## src/tmr8_regs.vh

```
// constants for the 8-bit timer waveform block: modes, output modes, counter limits
// assumes inclusion by bare name from the design files
`ifndef TMR8_REGS_VH
`define TMR8_REGS_VH
`define TMR8_W 8
`define TMR8_BOTTOM 8'h00
`define TMR8_MAX 8'hff
`define TMR8_ONE 8'h01
`define TMR8_WGM_NORMAL 3'h0
`define TMR8_WGM_PC_FIX 3'h1
`define TMR8_WGM_CTC 3'h2
`define TMR8_WGM_FAST_FIX 3'h3
`define TMR8_WGM_PC_OCRA 3'h5
`define TMR8_WGM_FAST_OCRA 3'h7
`define TMR8_COM_OFF 2'h0
`define TMR8_COM_TOGGLE 2'h1
`define TMR8_COM_CLEAR 2'h2
`define TMR8_COM_SET 2'h3
`define TMR8_CS_STOP 3'h0
`endif

```

## src/tmr8_wave.v

```verilog
// 8-bit timer/counter with two compare channels and six waveform modes
// assumes i_tick is a one-cycle timer clock enable from an outside prescaler
// assumes mode fields are levels that software holds between writes
// assumes writes and flag clears are one-clock strobes
// limitation: a counter write does not block the next compare match
// the channel module keeps compare buffering and the output registers
//
// Overview of operation
// - mode zero counts up, wraps at max
// - normal mode flags overflow as count becomes zero
// - normal mode accepts counter writes any time
// - mode two clears counter on match A
// - ctc compare A unbuffered; below count wraps first
// - ctc output mode one toggles output A
// - ctc flags overflow passing max to zero
// - modes three, seven are fast pwm
// - fast pwm counts to top then clears
// - fast pwm clear/set on match and bottom
// - fast pwm flags overflow at top
// - fast pwm toggle A only with high bit
// - output reaches pin only when direction output
// - fast pwm extreme compare values give spike/constant
// - fast pwm compare values double buffered
// - modes one, five are phase-correct pwm
// - phase-correct holds top one tick, reverses
// - phase-correct clears up-match, sets down-match
// - phase-correct flags overflow at zero
// - phase-correct extremes give constant levels
// - phase-correct fixes output at top without match
// - phase-correct toggle A only with high bit
// - mode field low bits A, high bit B
// - pwm compare updates at top only
// - nonzero output mode overrides port value
// - clock select zero stops counter
`timescale 1ns/10ps
`include "tmr8_regs.vh"
module tmr8_wave (
    input wire i_mclk,
    input wire i_rst_n,
    input wire i_tick,
    input wire [2:0] i_clock_select_field,
    input wire [1:0] i_waveform_mode_low,
    input wire i_waveform_mode_high_bit,
    input wire [1:0] i_output_mode_a,
    input wire [1:0] i_output_mode_b,
    input wire i_counter_wr,
    input wire [7:0] i_counter_wdata,
    input wire i_cmp_a_wr,
    input wire [7:0] i_cmp_a_wdata,
    input wire i_cmp_b_wr,
    input wire [7:0] i_cmp_b_wdata,
    input wire i_overflow_clr,
    input wire i_compare_flag_a_clr,
    input wire i_compare_flag_b_clr,
    input wire i_pin_dir_a,
    input wire i_pin_dir_b,
    input wire i_port_val_a,
    input wire i_port_val_b,
    output reg [7:0] o_counter_value,
    output wire [7:0] o_compare_value_a,
    output wire [7:0] o_compare_value_b,
    output reg o_overflow_flag,
    output reg o_compare_flag_a,
    output reg o_compare_flag_b,
    output reg o_count_down,
    output wire o_wave_out_a,
    output wire o_wave_out_b,
    output wire o_pin_a_val,
    output wire o_pin_a_oe,
    output wire o_pin_b_val,
    output wire o_pin_b_oe
);
    // ------------------------------------------------------------
    // mode decode
    // ------------------------------------------------------------
    // mode classes are one-hot, though each class test compares all four bits
    localparam [3:0] ST_NORMAL = 4'h1;
    localparam [3:0] ST_CTC = 4'h2;
    localparam [3:0] ST_FAST = 4'h4;
    localparam [3:0] ST_PHASE = 4'h8;

    // decoded mode
    wire [2:0] waveform_mode_field;
    wire [3:0] mode_cls;
    wire fast_mode;
    wire phase_mode;
    wire pwm;
    wire top_is_a;

    // counting limits and channel results
    wire run;
    wire [7:0] top;
    wire [7:0] cmp_a_act;
    wire match_a;
    wire match_b;

    // end points and the strobes built on them
    wire at_top;
    wire at_bottom;
    wire bottom_next;
    wire upd;

    // next values of the counter and flag registers
    reg [7:0] count_next;
    reg dir_next;
    reg ovf_next;
    reg ocfa_next;
    reg ocfb_next;

    // one decoder serves both the counter and the compare channels
    function [3:0] tmr8_mode_class;
        input [2:0] wgm;
        begin
            // codes four and six are not defined and fall into normal
            case (wgm)
                `TMR8_WGM_CTC: tmr8_mode_class = ST_CTC;
                `TMR8_WGM_FAST_FIX: tmr8_mode_class = ST_FAST;
                `TMR8_WGM_FAST_OCRA: tmr8_mode_class = ST_FAST;
                `TMR8_WGM_PC_FIX: tmr8_mode_class = ST_PHASE;
                `TMR8_WGM_PC_OCRA: tmr8_mode_class = ST_PHASE;
                default: tmr8_mode_class = ST_NORMAL;
            endcase
        end
    endfunction

    // the high mode bit comes from a different control field than the low pair
    assign waveform_mode_field = {i_waveform_mode_high_bit, i_waveform_mode_low};
    assign mode_cls = tmr8_mode_class(waveform_mode_field);
    assign fast_mode = (mode_cls == ST_FAST);
    assign phase_mode = (mode_cls == ST_PHASE);
    assign pwm = fast_mode || phase_mode;

    // modes five and seven take their turning point from compare a
    assign top_is_a = (waveform_mode_field == `TMR8_WGM_FAST_OCRA) ||
                      (waveform_mode_field == `TMR8_WGM_PC_OCRA);
    assign top = top_is_a ? cmp_a_act : `TMR8_MAX;

    // a stopped clock select swallows ticks, software writes still land
    assign run = i_tick && (i_clock_select_field != `TMR8_CS_STOP);

    // end points of the counting range, from the present count
    assign at_top = (o_counter_value == top);
    assign at_bottom = (o_counter_value == `TMR8_BOTTOM);

    // fast pwm wraps from top to bottom on the next tick
    assign bottom_next = run && fast_mode && at_top;
    // both pwm kinds load at the top tick: fast starts its next period
    // at bottom with the new value, phase correct turns round with it
    assign upd = run && pwm && at_top;

    // ------------------------------------------------------------
    // counter and flags
    // ------------------------------------------------------------
    // a software write to the counter beats every count or clear
    always @* begin
        count_next = o_counter_value;
        dir_next = o_count_down;
        ovf_next = o_overflow_flag;
        ocfa_next = o_compare_flag_a;
        ocfb_next = o_compare_flag_b;

        // clears come first, so a set later in this block wins the cycle
        if (i_overflow_clr) begin
            ovf_next = 1'b0;
        end

        if (i_compare_flag_a_clr) begin
            ocfa_next = 1'b0;
        end

        if (i_compare_flag_b_clr) begin
            ocfb_next = 1'b0;
        end

        // every counting decision waits for a tick
        if (run) begin
            // a match on the active value sets its flag
            if (match_a) begin
                ocfa_next = 1'b1;
            end
            if (match_b) begin
                ocfb_next = 1'b1;
            end

            // counting sequence of the selected class
            case (mode_cls)
                ST_CTC: begin
                    // compare a is the top: a match clears instead of counting
                    // a top written below the count is missed until the wrap
                    if (match_a) begin
                        count_next = `TMR8_BOTTOM;
                    end else begin
                        count_next = o_counter_value + `TMR8_ONE;
                    end

                    // overflow only when the count itself passes max
                    if (o_counter_value == `TMR8_MAX) begin
                        ovf_next = 1'b1;
                    end
                    // only phase correct ever counts down
                    dir_next = 1'b0;
                end

                ST_FAST: begin
                    // top lasts one tick, and the tick after it is bottom
                    if (at_top) begin
                        count_next = `TMR8_BOTTOM;
                        ovf_next = 1'b1;
                    end else begin
                        count_next = o_counter_value + `TMR8_ONE;
                    end
                    dir_next = 1'b0;
                end

                ST_PHASE: begin
                    // top and bottom each last exactly one tick before reversing
                    if (!o_count_down) begin
                        // up slope
                        if (at_top) begin
                            dir_next = 1'b1;
                            count_next = o_counter_value - `TMR8_ONE;
                        end else begin
                            count_next = o_counter_value + `TMR8_ONE;
                        end
                    end else begin
                        // down slope
                        if (at_bottom) begin
                            dir_next = 1'b0;
                            count_next = o_counter_value + `TMR8_ONE;
                        end else begin
                            count_next = o_counter_value - `TMR8_ONE;
                        end
                    end

                    // overflow on the tick that brings the count down to zero
                    if (o_count_down && o_counter_value == `TMR8_ONE) begin
                        ovf_next = 1'b1;
                    end
                end

                default: begin
                    // normal mode, and the undefined codes four and six
                    count_next = o_counter_value + `TMR8_ONE;
                    if (o_counter_value == `TMR8_MAX) begin
                        ovf_next = 1'b1;
                    end
                    dir_next = 1'b0;
                end
            endcase
        end

        // taken with or without a tick
        if (i_counter_wr) begin
            count_next = i_counter_wdata;
        end
    end

    // ------------------------------------------------------------
    // state registers
    // ------------------------------------------------------------
    // reset is synchronous: every register returns to zero at a clock edge
    always @(posedge i_mclk) begin
        if (!i_rst_n) begin
            o_counter_value <= `TMR8_BOTTOM;
            o_count_down <= 1'b0;
            o_overflow_flag <= 1'b0;
            o_compare_flag_a <= 1'b0;
            o_compare_flag_b <= 1'b0;
        end else begin
            // every register simply takes its next value
            o_counter_value <= count_next;
            o_count_down <= dir_next;
            o_overflow_flag <= ovf_next;
            o_compare_flag_a <= ocfa_next;
            o_compare_flag_b <= ocfb_next;
        end
    end

    // ------------------------------------------------------------
    // compare channels
    // ------------------------------------------------------------
    // toggle in pwm is offered on channel a only, and only with the high mode bit
    // both channels share the counter, its direction and the update strobe
    tmr8_wave_chan u_chan_a (
        .i_mclk(i_mclk),
        .i_rst_n(i_rst_n),
        .i_tick(run),
        .i_pwm(pwm),
        .i_fast(fast_mode),
        .i_toggle_ok(i_waveform_mode_high_bit),
        // channel settings
        .i_out_mode(i_output_mode_a),
        .i_count(o_counter_value),
        .i_top(top),
        .i_up(~o_count_down),
        .i_upd(upd),
        .i_bottom_next(bottom_next),
        // compare value written by software
        .i_cmp_wr(i_cmp_a_wr),
        .i_cmp_wdata(i_cmp_a_wdata),
        // pin side
        .i_pin_dir(i_pin_dir_a),
        .i_port_val(i_port_val_a),
        // results
        .o_cmp_active(cmp_a_act),
        .o_cmp_buf(o_compare_value_a),
        .o_match(match_a),
        .o_wave(o_wave_out_a),
        .o_pin_val(o_pin_a_val),
        .o_pin_oe(o_pin_a_oe)
    );

    // channel b never sets the top, so its active value stays inside
    tmr8_wave_chan u_chan_b (
        .i_mclk(i_mclk),
        .i_rst_n(i_rst_n),
        .i_tick(run),
        .i_pwm(pwm),
        .i_fast(fast_mode),
        .i_toggle_ok(1'b0),
        // channel settings
        .i_out_mode(i_output_mode_b),
        .i_count(o_counter_value),
        .i_top(top),
        .i_up(~o_count_down),
        .i_upd(upd),
        .i_bottom_next(bottom_next),
        // compare value written by software
        .i_cmp_wr(i_cmp_b_wr),
        .i_cmp_wdata(i_cmp_b_wdata),
        // pin side
        .i_pin_dir(i_pin_dir_b),
        .i_port_val(i_port_val_b),
        // results
        .o_cmp_active(),
        .o_cmp_buf(o_compare_value_b),
        .o_match(match_b),
        .o_wave(o_wave_out_b),
        .o_pin_val(o_pin_b_val),
        .o_pin_oe(o_pin_b_oe)
    );
endmodule // tmr8_wave

```

## src/tmr8_wave_chan.v

```verilog
// one compare channel: buffered compare value, match detect, output register
// assumes the parent supplies counter state, mode class and timer tick
`timescale 1ns/10ps
`include "tmr8_regs.vh"
module tmr8_wave_chan (
    input wire i_mclk,
    input wire i_rst_n,
    input wire i_tick,
    input wire i_pwm,
    input wire i_fast,
    input wire i_toggle_ok,
    input wire [1:0] i_out_mode,
    input wire [7:0] i_count,
    input wire [7:0] i_top,
    input wire i_up,
    input wire i_upd,
    input wire i_bottom_next,
    input wire i_cmp_wr,
    input wire [7:0] i_cmp_wdata,
    input wire i_pin_dir,
    input wire i_port_val,
    output reg [7:0] o_cmp_active,
    output reg [7:0] o_cmp_buf,
    output wire o_match,
    output reg o_wave,
    output wire o_pin_val,
    output wire o_pin_oe
);
    reg [7:0] cmp_active_next;
    reg [7:0] cmp_buf_next;
    reg wave_next;

    assign o_match = (i_count == o_cmp_active);

    // ------------------------------------------------------------
    // compare value buffering
    // ------------------------------------------------------------
    // pwm writes land in the buffer and reach the comparator only on the tick at top
    always @* begin
        cmp_buf_next = o_cmp_buf;
        cmp_active_next = o_cmp_active;
        if (i_cmp_wr) begin
            cmp_buf_next = i_cmp_wdata;
        end
        if (!i_pwm) begin
            if (i_cmp_wr) begin
                cmp_active_next = i_cmp_wdata;
            end
        end else if (i_upd) begin
            cmp_active_next = cmp_buf_next;
        end
    end

    // ------------------------------------------------------------
    // waveform output register
    // ------------------------------------------------------------
    always @* begin
        wave_next = o_wave;
        if (i_tick && i_out_mode != `TMR8_COM_OFF) begin
            if (!i_pwm) begin
                if (o_match) begin
                    case (i_out_mode)
                        `TMR8_COM_TOGGLE: wave_next = ~o_wave;
                        `TMR8_COM_CLEAR: wave_next = 1'b0;
                        default: wave_next = 1'b1;
                    endcase
                end
            end else if (i_out_mode == `TMR8_COM_TOGGLE) begin
                if (i_toggle_ok && o_match) begin
                    wave_next = ~o_wave;
                end
            end else if (i_fast) begin
                // match at top is ignored so top gives a constant level
                if (i_bottom_next) begin
                    wave_next = ~i_out_mode[0];
                end else if (o_match && o_cmp_active != i_top) begin
                    wave_next = i_out_mode[0];
                end
            end else begin
                if (i_count == i_top) begin
                    // level at top is the up-count match result, or its inverse when compare equals top
                    wave_next = (o_cmp_active == i_top) ? ~i_out_mode[0]
                                                        : i_out_mode[0];
                end else if (o_match) begin
                    // a match at bottom acts as up-counting, so a zero compare stays flat
                    wave_next = (i_up || i_count == `TMR8_BOTTOM) ? i_out_mode[0]
                        : ~i_out_mode[0];
                end
            end
        end
    end

    always @(posedge i_mclk) begin
        if (!i_rst_n) begin
            o_cmp_active <= `TMR8_BOTTOM;
            o_cmp_buf <= `TMR8_BOTTOM;
            o_wave <= 1'b0;
        end else begin
            o_cmp_active <= cmp_active_next;
            o_cmp_buf <= cmp_buf_next;
            o_wave <= wave_next;
        end
    end

    // the pin carries the wave only while the mode is on and direction is output
    assign o_pin_val = (i_out_mode != `TMR8_COM_OFF) ? o_wave : i_port_val;
    assign o_pin_oe = i_pin_dir;
endmodule // tmr8_wave_chan

```

## config.mk

```make
export PLATFORM = sky130hd
export DESIGN_NAME = tmr8_wave
export DESIGN_NICKNAME = d
export VERILOG_FILES = /design/src/tmr8_wave.v /design/src/tmr8_wave_chan.v
export VERILOG_INCLUDE_DIRS = /design/src /design/src/src
export SDC_FILE = /design/constraint.sdc
export NUM_CORES = 1
export LEC_CHECK = 0
export BUFFER_PORTS_ARGS = -buffer_cell sky130_fd_sc_hd__buf_2
export CAP_MARGIN = 15
export CORE_ASPECT_RATIO = 0.75
export CORE_MARGIN = 2
export CORE_UTILIZATION = 45
export CTS_BUF_LIST = sky130_fd_sc_hd__clkbuf_8 sky130_fd_sc_hd__clkbuf_16
export DETAILED_ROUTE_END_ITERATION = 10
export GPL_ROUTABILITY_DRIVEN = 0
export PLACE_DENSITY = 0.71
export REMOVE_ABC_BUFFERS = 1
export SLEW_MARGIN = 20
export SYNTH_ARGS = -nofsm -noshare
export SYNTH_HDL_FRONTEND = slang
export SYNTH_SLANG_ARGS = --single-unit
```

## constraint.sdc

```tcl
create_clock -name i_mclk -period 2.9 [get_ports i_mclk]
set_clock_uncertainty 0.15 [all_clocks]
set_input_delay 0.725 -clock i_mclk [delete_from_list [all_inputs] [get_ports i_mclk]]
set_output_delay 0.725 -clock i_mclk [all_outputs]
set_load 0.005 [all_outputs]
```

-- Word-level counts from Yosys, hierarchy flattened
Cells that the tools add are included.
- add/sub/neg operators: 2
- eq/ne operators: 26
- multiplexer cells: 59
- bitwise operators: 5
- reductions and logical operators: 31
- operator list (cell ; count):
    8-bit 2-to-1 mux ; 16
    8-bit == test ; 5
    1-bit 2-to-1 mux ; 38
    8-bit one-hot mux with 3 select lines ; 1
    8-bit inequality test ; 2
    2-bit nonzero test ; 7
    4-bit one-hot mux with 3 select lines ; 1
    1-bit logical AND ; 11
    5-bit AND reduction ; 2
    8-bit by 1-bit adder with 8-bit output, second input constant ; 1
    8-bit by 1-bit == test with 1-bit output, second input constant ; 1
    8-bit == test, second input constant ; 1
    8-bit zero test ; 1
    4-bit nonzero test ; 2
    8-bit by 1-bit subtractor with 8-bit output, second input constant ; 1
    3-bit by 2-bit == test with 1-bit output, second input constant ; 2
    3-bit == test, second input constant ; 2
    1-bit one-hot mux with 2 select lines ; 3
    5-bit by 2-bit inequality test with 1-bit output, second input constant ; 1
    1-bit NOT ; 5
    2-bit by 1-bit == test with 1-bit output, second input constant ; 2
    2-bit == test, second input constant ; 2
    4-bit by 2-bit == test with 1-bit output, second input constant ; 1
    4-bit by 3-bit == test with 1-bit output, second input constant ; 1
    10 further kinds ; 14
- register bits after elaboration: 46
- input bits: 47
- output and inout port bits: 34
- word-level logic and storage cells: 134

-- Longest topological paths before layout
Gate-level depths: netlist (run 1).
- depth in word-level cells: 10
- mapped depth: 11
- depth with buffers taken out: 8

-- Cells and area by module
Synthesis (run 1) repeated with hierarchy kept, for this count alone.
- cells, all modules: 455
- area, all modules: 3654.8 um^2
- modules (own cells, without submodules) (module ; times used ; cells an instance ; area an instance (um^2) ; seq. area each (um^2)):
    tmr8_wave ; 1 ; 200 ; 1411.4 ; 240.2
    tmr8_wave_chan at u_chan_a ; 1 ; 128 ; 1131.1 ; 340.3
    tmr8_wave_chan at u_chan_b ; 1 ; 127 ; 1112.3 ; 340.3

-- Least setup slack after synthesis (run 1)
No wires, ideal clock.
- kind: input -> register
- start point: input port i_waveform_mode_low[0]
- end point: register o_counter_value[4]
- data arrival time: 2558 ps
- path slack: 71 ps
- cell stages on the path: 10
- buffers on the path: 2
- cells stage by stage: buf_6 > nand2_2 > buf_6 > and3_2 > a311oi_2 > nor3_4 > a21oi_2 > nor2_2 > a31o_1 > o311a_1
- longest elaborated chain between the ends: 9
- elaborated cells on any way between the ends: 20
- ends and longest elaborated chain (item ; RTL line ; source):
    start, declared ; tmr8_wave.v:42 ; input wire [1:0] i_waveform_mode_low,
    3-bit == test ; tmr8_wave.v:115 ; case (wgm)
    1-bit logical OR ; tmr8_wave.v:134 ; assign top_is_a = (waveform_mode_field == `TMR8_WGM_FAST_OCRA) ||
    8-bit 2-to-1 mux (no line) ; -- ;
    8-bit == test ; tmr8_wave.v:142 ; assign at_top = (o_counter_value == top);
    8-bit 2-to-1 mux ; tmr8_wave.v:219 ; if (at_top) begin
    8-bit 2-to-1 mux ; tmr8_wave.v:217 ; if (!o_count_down) begin
    8-bit one-hot mux with 3 select lines (*) ; tmr8_wave.v:186 ; case (mode_cls)
    8-bit 2-to-1 mux (*) ; tmr8_wave.v:176 ; if (run) begin
    8-bit 2-to-1 mux (*) ; tmr8_wave.v:253 ; if (i_counter_wr) begin
    end signal, assigned ; tmr8_wave.v:264 ; o_counter_value <= `TMR8_BOTTOM;
    end signal, assigned ; tmr8_wave.v:271 ; o_counter_value <= count_next;
    end, declared ; tmr8_wave.v:59 ; output reg [7:0] o_counter_value,
Mark *: on every way between the ends. The rest lies on a longest branch, timed or not. The select of a mux whose other input is x is not followed.
A chain may end at the register's enable or synchronous reset.

-- Worst setup path after layout (run 1)
Same ends and word-level chain as after synthesis.

==> results by stage, run 1 <==
Outcome:
- The flow ran to the end, and the final reports show no timing, DRC or antenna violations.

GRT:
- The number of antenna violations at the first check in global routing was 0.
- In the global route stage, overall resource usage came out at 0.227.
- The via count of the first global-routing pass is between 3000 and 4000.
- Entering global routing, the biggest net connects 37 pins.
- The global-route congestion overflow total is 0.
- The first-pass GRT wire length is 15600 µm.

Pwr:
- The cell-internal power is 1.04 mW.
- The maximum VDD drop is 183 µV.
- The net load switching power is between 0.5 and 0.6 mW.
- Dividing total power by cell area gives a power density of roughly 380 mW/mm².
- Of the total power, the share spent switching nets is 0.329.
- Summing internal, switching and leakage power gives 1.54 mW.
- The share of total power dissipated in the clock network is 0.254.
- The relative contribution of sequential cells to total power is 0.473.
- The fraction of power consumed by combinational cells is 0.273.
- The standby leakage power is 1.93 nW.

Synthesis:
- The sequential cell area fraction in the yosys report is 0.260.
- The most instantiated flip-flop cell in the synthesis netlist is sky130_fd_sc_hd__dfxtp_1.
- In the synthesized netlist, the cells that appear most often are 49 x sky130_fd_sc_hd__nand2_1, 46 x sky130_fd_sc_hd__dfxtp_1, 38 x sky130_fd_sc_hd__mux2i_1.
- Synthesis produced 414 cells.
- The share of the synthesized area in the top cell type is 0.260.
- Of all flip-flops after synthesis, the portion carrying an async set or reset was 0.
- The largest total area in the synthesized netlist belongs to sky130_fd_sc_hd__dfxtp_1.
- The synthesized netlist occupies a cell area of 0.00354 mm².
- During synthesis, Yosys emitted a total of 0 warnings.
- The count of different cell masters after synthesis is 78.
- After synthesis the netlist holds a flip-flop and latch count of 46.
- The count of flip-flops with a built-in enable after synthesis is 0.
- By area the synthesized netlist is led by sky130_fd_sc_hd__dfxtp_1 26%, sky130_fd_sc_hd__mux2i_1 11%, sky130_fd_sc_hd__nand2_1 5.2%, sky130_fd_sc_hd__o211a_1 5.1%, sky130_fd_sc_hd__nor2b_1 3.5%.
- The synthesized area divided by synthesized cell count is about 8.5 µm².
- sky130_fd_sc_hd__nand2_1 is the most common cell in the netlist.

Die:
- From bottom edge to top edge, the die measures ~81 µm.
- The floorplan has 27 rows.
- The horizontal extent of the die is between 100 and 150 µm.
- The total I/O pin count is a little over 80.
- The floorplan step defined a die boundary enclosing roughly 0.0086 mm².
- The area of the core region is 0.00747 mm².
- For this configuration, the core starts out at a cell density of 0.474.

Placed design:
- In this run the cell area measured after placement is 0.00397 mm².
- The total of buffers placed on input and output ports is 76.
- The setup slack at placement is -0.119 ns.
- The total placed cells including tap cells is around 580.
- The detailed placer's ending HPWL is 7270 µm.

CTS:
- No sink is reached through more buffers than the 2 on the longest clock path.
- Post-CTS repair changed the size of 0 cells.
- The number of hold buffers added after CTS was 0.
- For the worst-skew pair, the clock arrives at the later sink with an insertion delay of roughly 0.31 ns.
- The H-tree was split into 2 levels.
- The clock sink count is 46.
- Clock-pin slew was measured on the worst setup and hold paths at around 0.09 ns.
- In this run, CTS created clock tree buffers numbering 5.
- Clock tree synthesis selected as its root buffer the cell sky130_fd_sc_hd__clkbuf_8.
- TritonCTS built the clock tree.
- The number of setup buffers added after CTS is 0.

Worst setup path:
- STA classifies the critical path endpoint as a flop.
- The worst path arrival time is 2.76 ns.
- Walking the worst path, the cells encountered are buf_2 > nand2_2 > o21ai_0 > a311oi_2 > nor3_4 > a21oi_2 > nor2_2 > a31o_1 > o311a_1.
- Of all nets on the critical path, the largest fanout is 11.
- The delay of the slowest cell on the worst path is around 0.54 ns.
- The worst endpoint required time is 2.95 ns.
- The worst setup path is of the in2reg kind.
- The cell type of the slowest stage on the worst timing path is sky130_fd_sc_hd__a311oi_2.
- The launching element type of the critical path is an input port.

Timing:
- Dividing the final minimum period by the clock period gives 0.933.
- The achievable clock frequency is 369 MHz.
- For the pin with the worst max-slew slack, the measured transition is 0.545 ns.
- The total setup violations reported at the end of the flow is 0.
- The max-slew violation count is 0.
- Once routing completed, OpenROAD measured the worst setup slack at around 0.19 ns.
- Setup repair after global routing left no endpoint under its margin.
- In this run the tightest slew margin relative to its limit is 0.634.
- The worst path needs 2.71 ns of the cycle, external delays included.
- The final count of hold timing violations came to 0.

Cells and area:
- The design area is 0.00406 mm².
- The area growth from synthesis to final layout is 14.7%.
- The finished layout holds 591 standard cells, fillers aside.
- Of the cells placed in the final design, the portion with a size suffix greater than 1 is 0.286.
- The net count of the finished layout is 541.
- The filler cells instantiated in the layout total approximately 730.
- The repair_antennas step left the layout with diodes totalling 0.

Drt:
- The number of nets still failing antenna checks after routing is 0.
- The initial DRC count is 241.
- Dividing the detail-routed via count by the number of cells gives 5.79.
- For this block, the routed nets add up to 9570 µm of wire.
- In the final routed layout, each cell accounts on average for 16.2 µm.
- The first-pass iteration count of the detailed router is 6.
- The remaining routing DRC violations is 0.
- Detailed routing inserted a total of 3423 vias.

Run:
- Max-cap violations in this run came to 0.

Worst hold path:
- The path class of the lowest-slack min-delay path is reg2reg.
[worst max-delay path: cells and delay by family]
kind	cells	cell delay, ns
AO/OA/AOI/OAI	5	1.46
buffers and inverters	1	0.12
AND/OR/NAND/NOR	3	0.45
[stage by stage]
step	setup TNS [ns]	utilization	hold WS (ns)
finish	0	0.543	0.347
global route	0	0.543	0.383
CTS	0	0.543	0.353
detailed placement	-0.507	0.532	0.339
global placement	-0.0359	0.532	0.331
floorplan	0	-	0.324
[metal layers]
layer  routed length (µm)  part of all wire  global-route usage  up-vias
li1                     -                 -                   -     1661
met1                 4520              0.47               0.313     1608
met2                 4150              0.43               0.365      140
met3                  803             0.084              0.0594       14
met4                   91            0.0095              0.0395        0
met5                    0                 0                   0        -
[state kept, by name, indices dropped and copies added, names as in the netlist]
register,count
u_chan_a.o_cmp_buf,8
u_chan_b.o_wave,1
o_compare_flag_a,1
u_chan_a.o_cmp_active,8
u_chan_b.o_cmp_buf,8
u_chan_b.o_cmp_active,8
u_chan_a.o_wave,1
o_compare_flag_b,1
o_counter_value,8
o_overflow_flag,1
o_count_down,1
[cell type report]
| cell class | count | area (µm²) | area share |
|---|---|---|---|
| multi-input combinational | 324 | 2290 | 0.564 |
| sequential | 46 | 922 | 0.227 |
| timing repair buffer | 104 | 603 | 0.149 |
| tap | 101 | 126 | 0.0312 |
| clock buffer | 5 | 68.8 | 0.0170 |
| inverter | 9 | 33.8 | 0.00833 |
| clock inverter | 2 | 15.0 | 0.00370 |
[kinds of logic after synthesis]
logic type               count (synthesis)  synth area share
adder cells (fa/ha/maj)                  4            0.0142
flip-flops                              46             0.260
buffers and inverters                   44            0.0931
AND/OR/NAND/NOR                        159             0.236
XOR/XNOR                                21            0.0541
AO/OA/AOI/OAI                          100             0.228
multiplexers                            40             0.114
[cell usage in the layout, fill, tap and decap left out, drive strengths merged, types with 3 or more instances in the layout]
cell,Yosys,layout
a21o,5,5
a21oi,15,15
a31oi,7,7
and2,4,4
and3,4,4
buf,13,104
clkbuf,21,5
dfxtp,46,46
ha,4,4
inv,9,9
mux2i,38,38
nand2,51,51
nand3,16,16
nand4,6,6
nor2,17,17
nor2b,20,20
nor3,12,12
nor4,10,10
o211a,18,18
o21ai,18,18
o31a,3,3
o32ai,3,3
or2,6,6
xnor2,12,12
xor2,9,9
[worst paths after layout]
check / startpoint / depth (start not counted) / end / slack (ns)
max: i_waveform_mode_low[0] / 9 / o_counter_value[4] / 0.19
max reg2reg: o_counter_value[3] / 8 / o_counter_value[4] / 0.27
min: u_chan_a.o_wave / 2 / u_chan_a.o_wave / 0.35
min reg2reg: u_chan_a.o_wave / 2 / u_chan_a.o_wave / 0.35
[power groups by stage]
stage | combinational (mW) | sequential, mW | clock, mW
3_5_place_dp | 0.417 | 0.742 | 0
6_report | 0.422 | 0.730 | 0.392
2_1_floorplan | 0.227 | 0.743 | 0
5_1_grt | 0.464 | 0.736 | 0.435
3_3_place_gp | 0.409 | 0.739 | 0
4_1_cts | 0.420 | 0.728 | 0.410
Note: power is estimated with default switching activity, not from simulation.
==> inputs of run 2 (changes only) <==
- BUFFER_PORTS_ARGS: -buffer_cell sky130_fd_sc_hd__buf_2 -> not set
- CAP_MARGIN: 15 -> not set
- DONT_BUFFER_PORTS: not set -> 1
- PLACE_DENSITY: 0.71 -> 0.62
- SKIP_LAST_GASP: not set -> 1
==> run 2 against run 1 <==
  * Count of clock-buffer cells in the layout unchanged
  * Sequential power about the same
  * Maximum frequency increased by 3.3%
  * Non-clock buffer count decreased by 82
  * Clock power increased by 26%
  * Register-to-register slack about the same
  * Sequential cell count unchanged
  * Highest routed layer unchanged
==> results by stage, run 2 (same netlist as run 1, synthesis figures left out) <==
GRT:
- The first-pass GRT wire length is 14800 µm (-4.9%).
- The via count of the first global-routing pass is 2864 (-11%).
- The number of antenna violations at the first check in global routing is 0 (unchanged).
- The global-route congestion overflow total is 0 (unchanged).
- The overall fraction of global-route tracks in use came to 0.220 (-0.00745).
- The maximum number of pins on one net before global-route repair is 50 (+35%).

CTS:
- The root cell of the clock tree is sky130_fd_sc_hd__clkbuf_8.
- The source-to-sink clock delay at the later pin of the worst-skew pair is 0.31 ns (about the same).
- The clock sink count is 46 (unchanged).
- The total clock buffers created by CTS is 5 (unchanged).
- TritonCTS built the clock tree.
- The number of buffers on the longest clock path is 2 (unchanged).
- The depth of the CTS H-tree was 2 (unchanged).
- The clock transition at the registers of the reported paths is 0.09 ns (about the same).

Worst hold path:
- In this run the most critical hold path is launched from u_chan_a.o_wave.
- For hold timing, the worst endpoint is u_chan_a.o_wave.
- The number of cells on the worst hold path is 2 (unchanged).
- The path class of the tightest hold or removal check is reg2reg.

Cells and area:
- The number of nets at the end of the flow was 459 (-15%).
- The commonest non-fill, non-tap cell in the layout is sky130_fd_sc_hd__nand2_1.
- The number of antenna diodes is 0 (unchanged).
- The share of cells above drive strength 1 is 0.142 (-0.144).
- The area growth from synthesis to final layout is 3.04%.
- The top cell types in the final layout, fill and taps aside, are 49 x sky130_fd_sc_hd__nand2_1, 45 x sky130_fd_sc_hd__dfxtp_1, 38 x sky130_fd_sc_hd__mux2i_1.

Timing:
- The final count of hold timing violations was 0 (unchanged).
- Setup repair after global routing left no endpoint under its margin.
- The actual slew at the worst max-slew pin is 0.548 ns (+0.00366 ns).
- The worst setup slack after layout was 0.281 ns (+0.0876 ns).
- The max-slew violation count is 0 (unchanged).
- The post-route clock period utilization is 0.903 (-0.0302).
- The clock period minus worst slack is 2.62 ns (-0.0876 ns).
- The achievable clock frequency is 382 MHz (+3.3%).
- The worst relative slew slack is 0.631 (-0.00222).
- The total setup violations reported at the end of the flow was 0 (unchanged).
- The final setup TNS is 0 ns (unchanged).

Pwr:
- The cell-internal power is 1.08 mW (+4.7%).
- The fraction of power consumed by combinational cells is 0.215 (-0.058).
- The fraction of power spent switching nets is 0.305 (-0.0238).
- The total power divided by cell area came to 428 mW/mm² (+12%).
- The clock network fraction of total power is 0.316 (+0.062).
- The net load switching power is 0.476 mW (-6.2%).
- The relative contribution of sequential cells to total power came to 0.469 (-0.004).
- The standby leakage power is 1.58 nW (-18%).
- The maximum VDD drop is 187 µV (+1.9%).

Worst setup path:
- The cell type of the slowest stage on the worst timing path is sky130_fd_sc_hd__o32ai_2.
- The worst setup path is of the reg2reg kind.
- The maximum fanout count along the critical path is 10 (-1).
- Traced cell by cell, the critical path runs through xor2_1 > nor4_1 > o32ai_2 > nor3_4 > a21oi_2 > o21ai_0 > a222oi_1 > a21oi_1.
- The worst setup path is captured at a flop.
- The worst path arrival time is 2.66 ns (-0.10 ns).
- The delay of the slowest cell on the worst path is 0.49 ns (-0.05 ns).
- The endpoint identified for the worst register-to-register timing path is o_counter_value[2].
- The startpoint identified for the worst register-to-register timing path is o_counter_value[2].
- Broken down by cell family, the worst path's largest delay share belongs to compound AO/OA/AOI/OAI gates.
- The worst endpoint required time was 2.94 ns (about the same).
- The setup slack of the worst register-to-register path is 0.28 ns (about the same).
- The logic depth of the worst register-to-register path is 8 (unchanged).
- The count of buffering cells on the critical path with inverters included is 0 (-1).
- The source of the critical timing path is o_counter_value[2].
- The worst setup path is launched from a flop.

Drt:
- The average wire length per cell after detail routing is 17.9 µm (+11%).
- The first-pass iteration count of the detailed router came to 6 (unchanged).
- The top routing layer in use is met4.
- The total via count after detailed routing is 3130 (-8.6%).
- The number of nets still failing antenna checks after routing was 0 (unchanged).
- The met2 wirelength from detailed routing is 3780 µm (-8.8%).
- The remaining routing DRC violations came to 0 (unchanged).
- The initial DRC count was 290 (+20%).
- The total routed wirelength came to 9140 µm (-4.5%).
- The met3 wire length was 879 µm (+9.5%).
- The detailed-route vias per instance is 6.14 (+6.0%).
- The post-route met1 wirelength came to 4360 µm (-3.5%).

Die:
- The effective utilization at floorplan came to 0.474 (unchanged).
- The die span in y was 80.8 µm (unchanged).
- The total die area is 0.00859 mm² (unchanged).
- The site row count is 27 (unchanged).
- The area of the core region came to 0.00747 mm² (unchanged).
- The total I/O pin count was 81 (unchanged).
- The horizontal extent of the die is 106 µm (unchanged).

Placed design:
- The setup slack at placement is 0.0517 ns (+0.171 ns).
- The detailed placer's ending HPWL is 6790 µm (-6.6%).
- The total of buffers placed on input and output ports came to 0 (-100%).

Run:
- The total of max-cap violations is 0 (unchanged).

Outcome:
- The flow ran to the end, and the final reports show no timing, DRC or antenna violations.
==> run 2: changes by cell type in the layout (fill, tap and decap cells not counted), sizes merged <==
cell	before	now
bufinv	0	1
inv	9	10
buf	104	22
clkinvlp	2	1
==> run 2: power by group through the flow <==
stage                     registers [mW]  clock network [mW]  logic [mW]
final                              0.732               0.493       0.335
after global routing               0.738               0.528       0.368
after CTS                          0.730               0.508       0.332
after detailed placement           0.745                   0       0.330
after global placement             0.744                   0       0.326
after floorplan                    0.743                   0       0.227
==> run 2: what timing repair did <==
action / CTS / global route
endpoints found under the setup margin: 0 / 2
buffers inserted: 0 / 0
resized for setup: 0 / 1
hold buffers: 0 / 0
==> run 2: worst max path at each step <==
stage,end,slack [ns],cells past startpoint
4_1_cts,o_counter_value[4],0.22,9
2_1_floorplan,o_counter_value[4],0.12,8
3_3_place_gp,o_counter_value[2],0.09,8
5_1_grt,o_counter_value[2],0.07,8
3_5_place_dp,o_counter_value[2],0.05,8
6_report,o_counter_value[2],0.28,8
==> run 2: layer usage <==
layer / track usage / up-vias
met5: 0 / -
met4: 0.0632 / 0
met3: 0.0578 / 11
met2: 0.334 / 133
met1: 0.308 / 1494
li1: - / 1492
==> run 2: worst min-delay path, delay by kind of cell (launching register included) <==
kind	cells	cell delay [ns]
mux	1	0.06
simple gates	1	0.07
flops	1	0.36
==> run 2: metrics by stage <==
step                 util  hold slack (ns)  instance area [µm²]  std cells  total power, mW
finish              0.488            0.383                 3640        510             1.56
global route        0.488            0.380                 3640        510             1.63
CTS                 0.488            0.375                 3640        510             1.57
detailed placement  0.473            0.372                 3530        502             1.07
global placement    0.473            0.362                 3530        502             1.07
floorplan               -            0.324                 3240        379            0.971
==> run 2: layout make-up <==
type | instances | area [µm²]
clock buffers | 5 | 68.8
clock inverters | 3 | 41.3
fillers | 719 | 3820
inverters | 9 | 33.8
multi-input cells | 324 | 2290
flip-flops and latches | 46 | 922
well taps | 101 | 126
repair buffers | 22 | 165
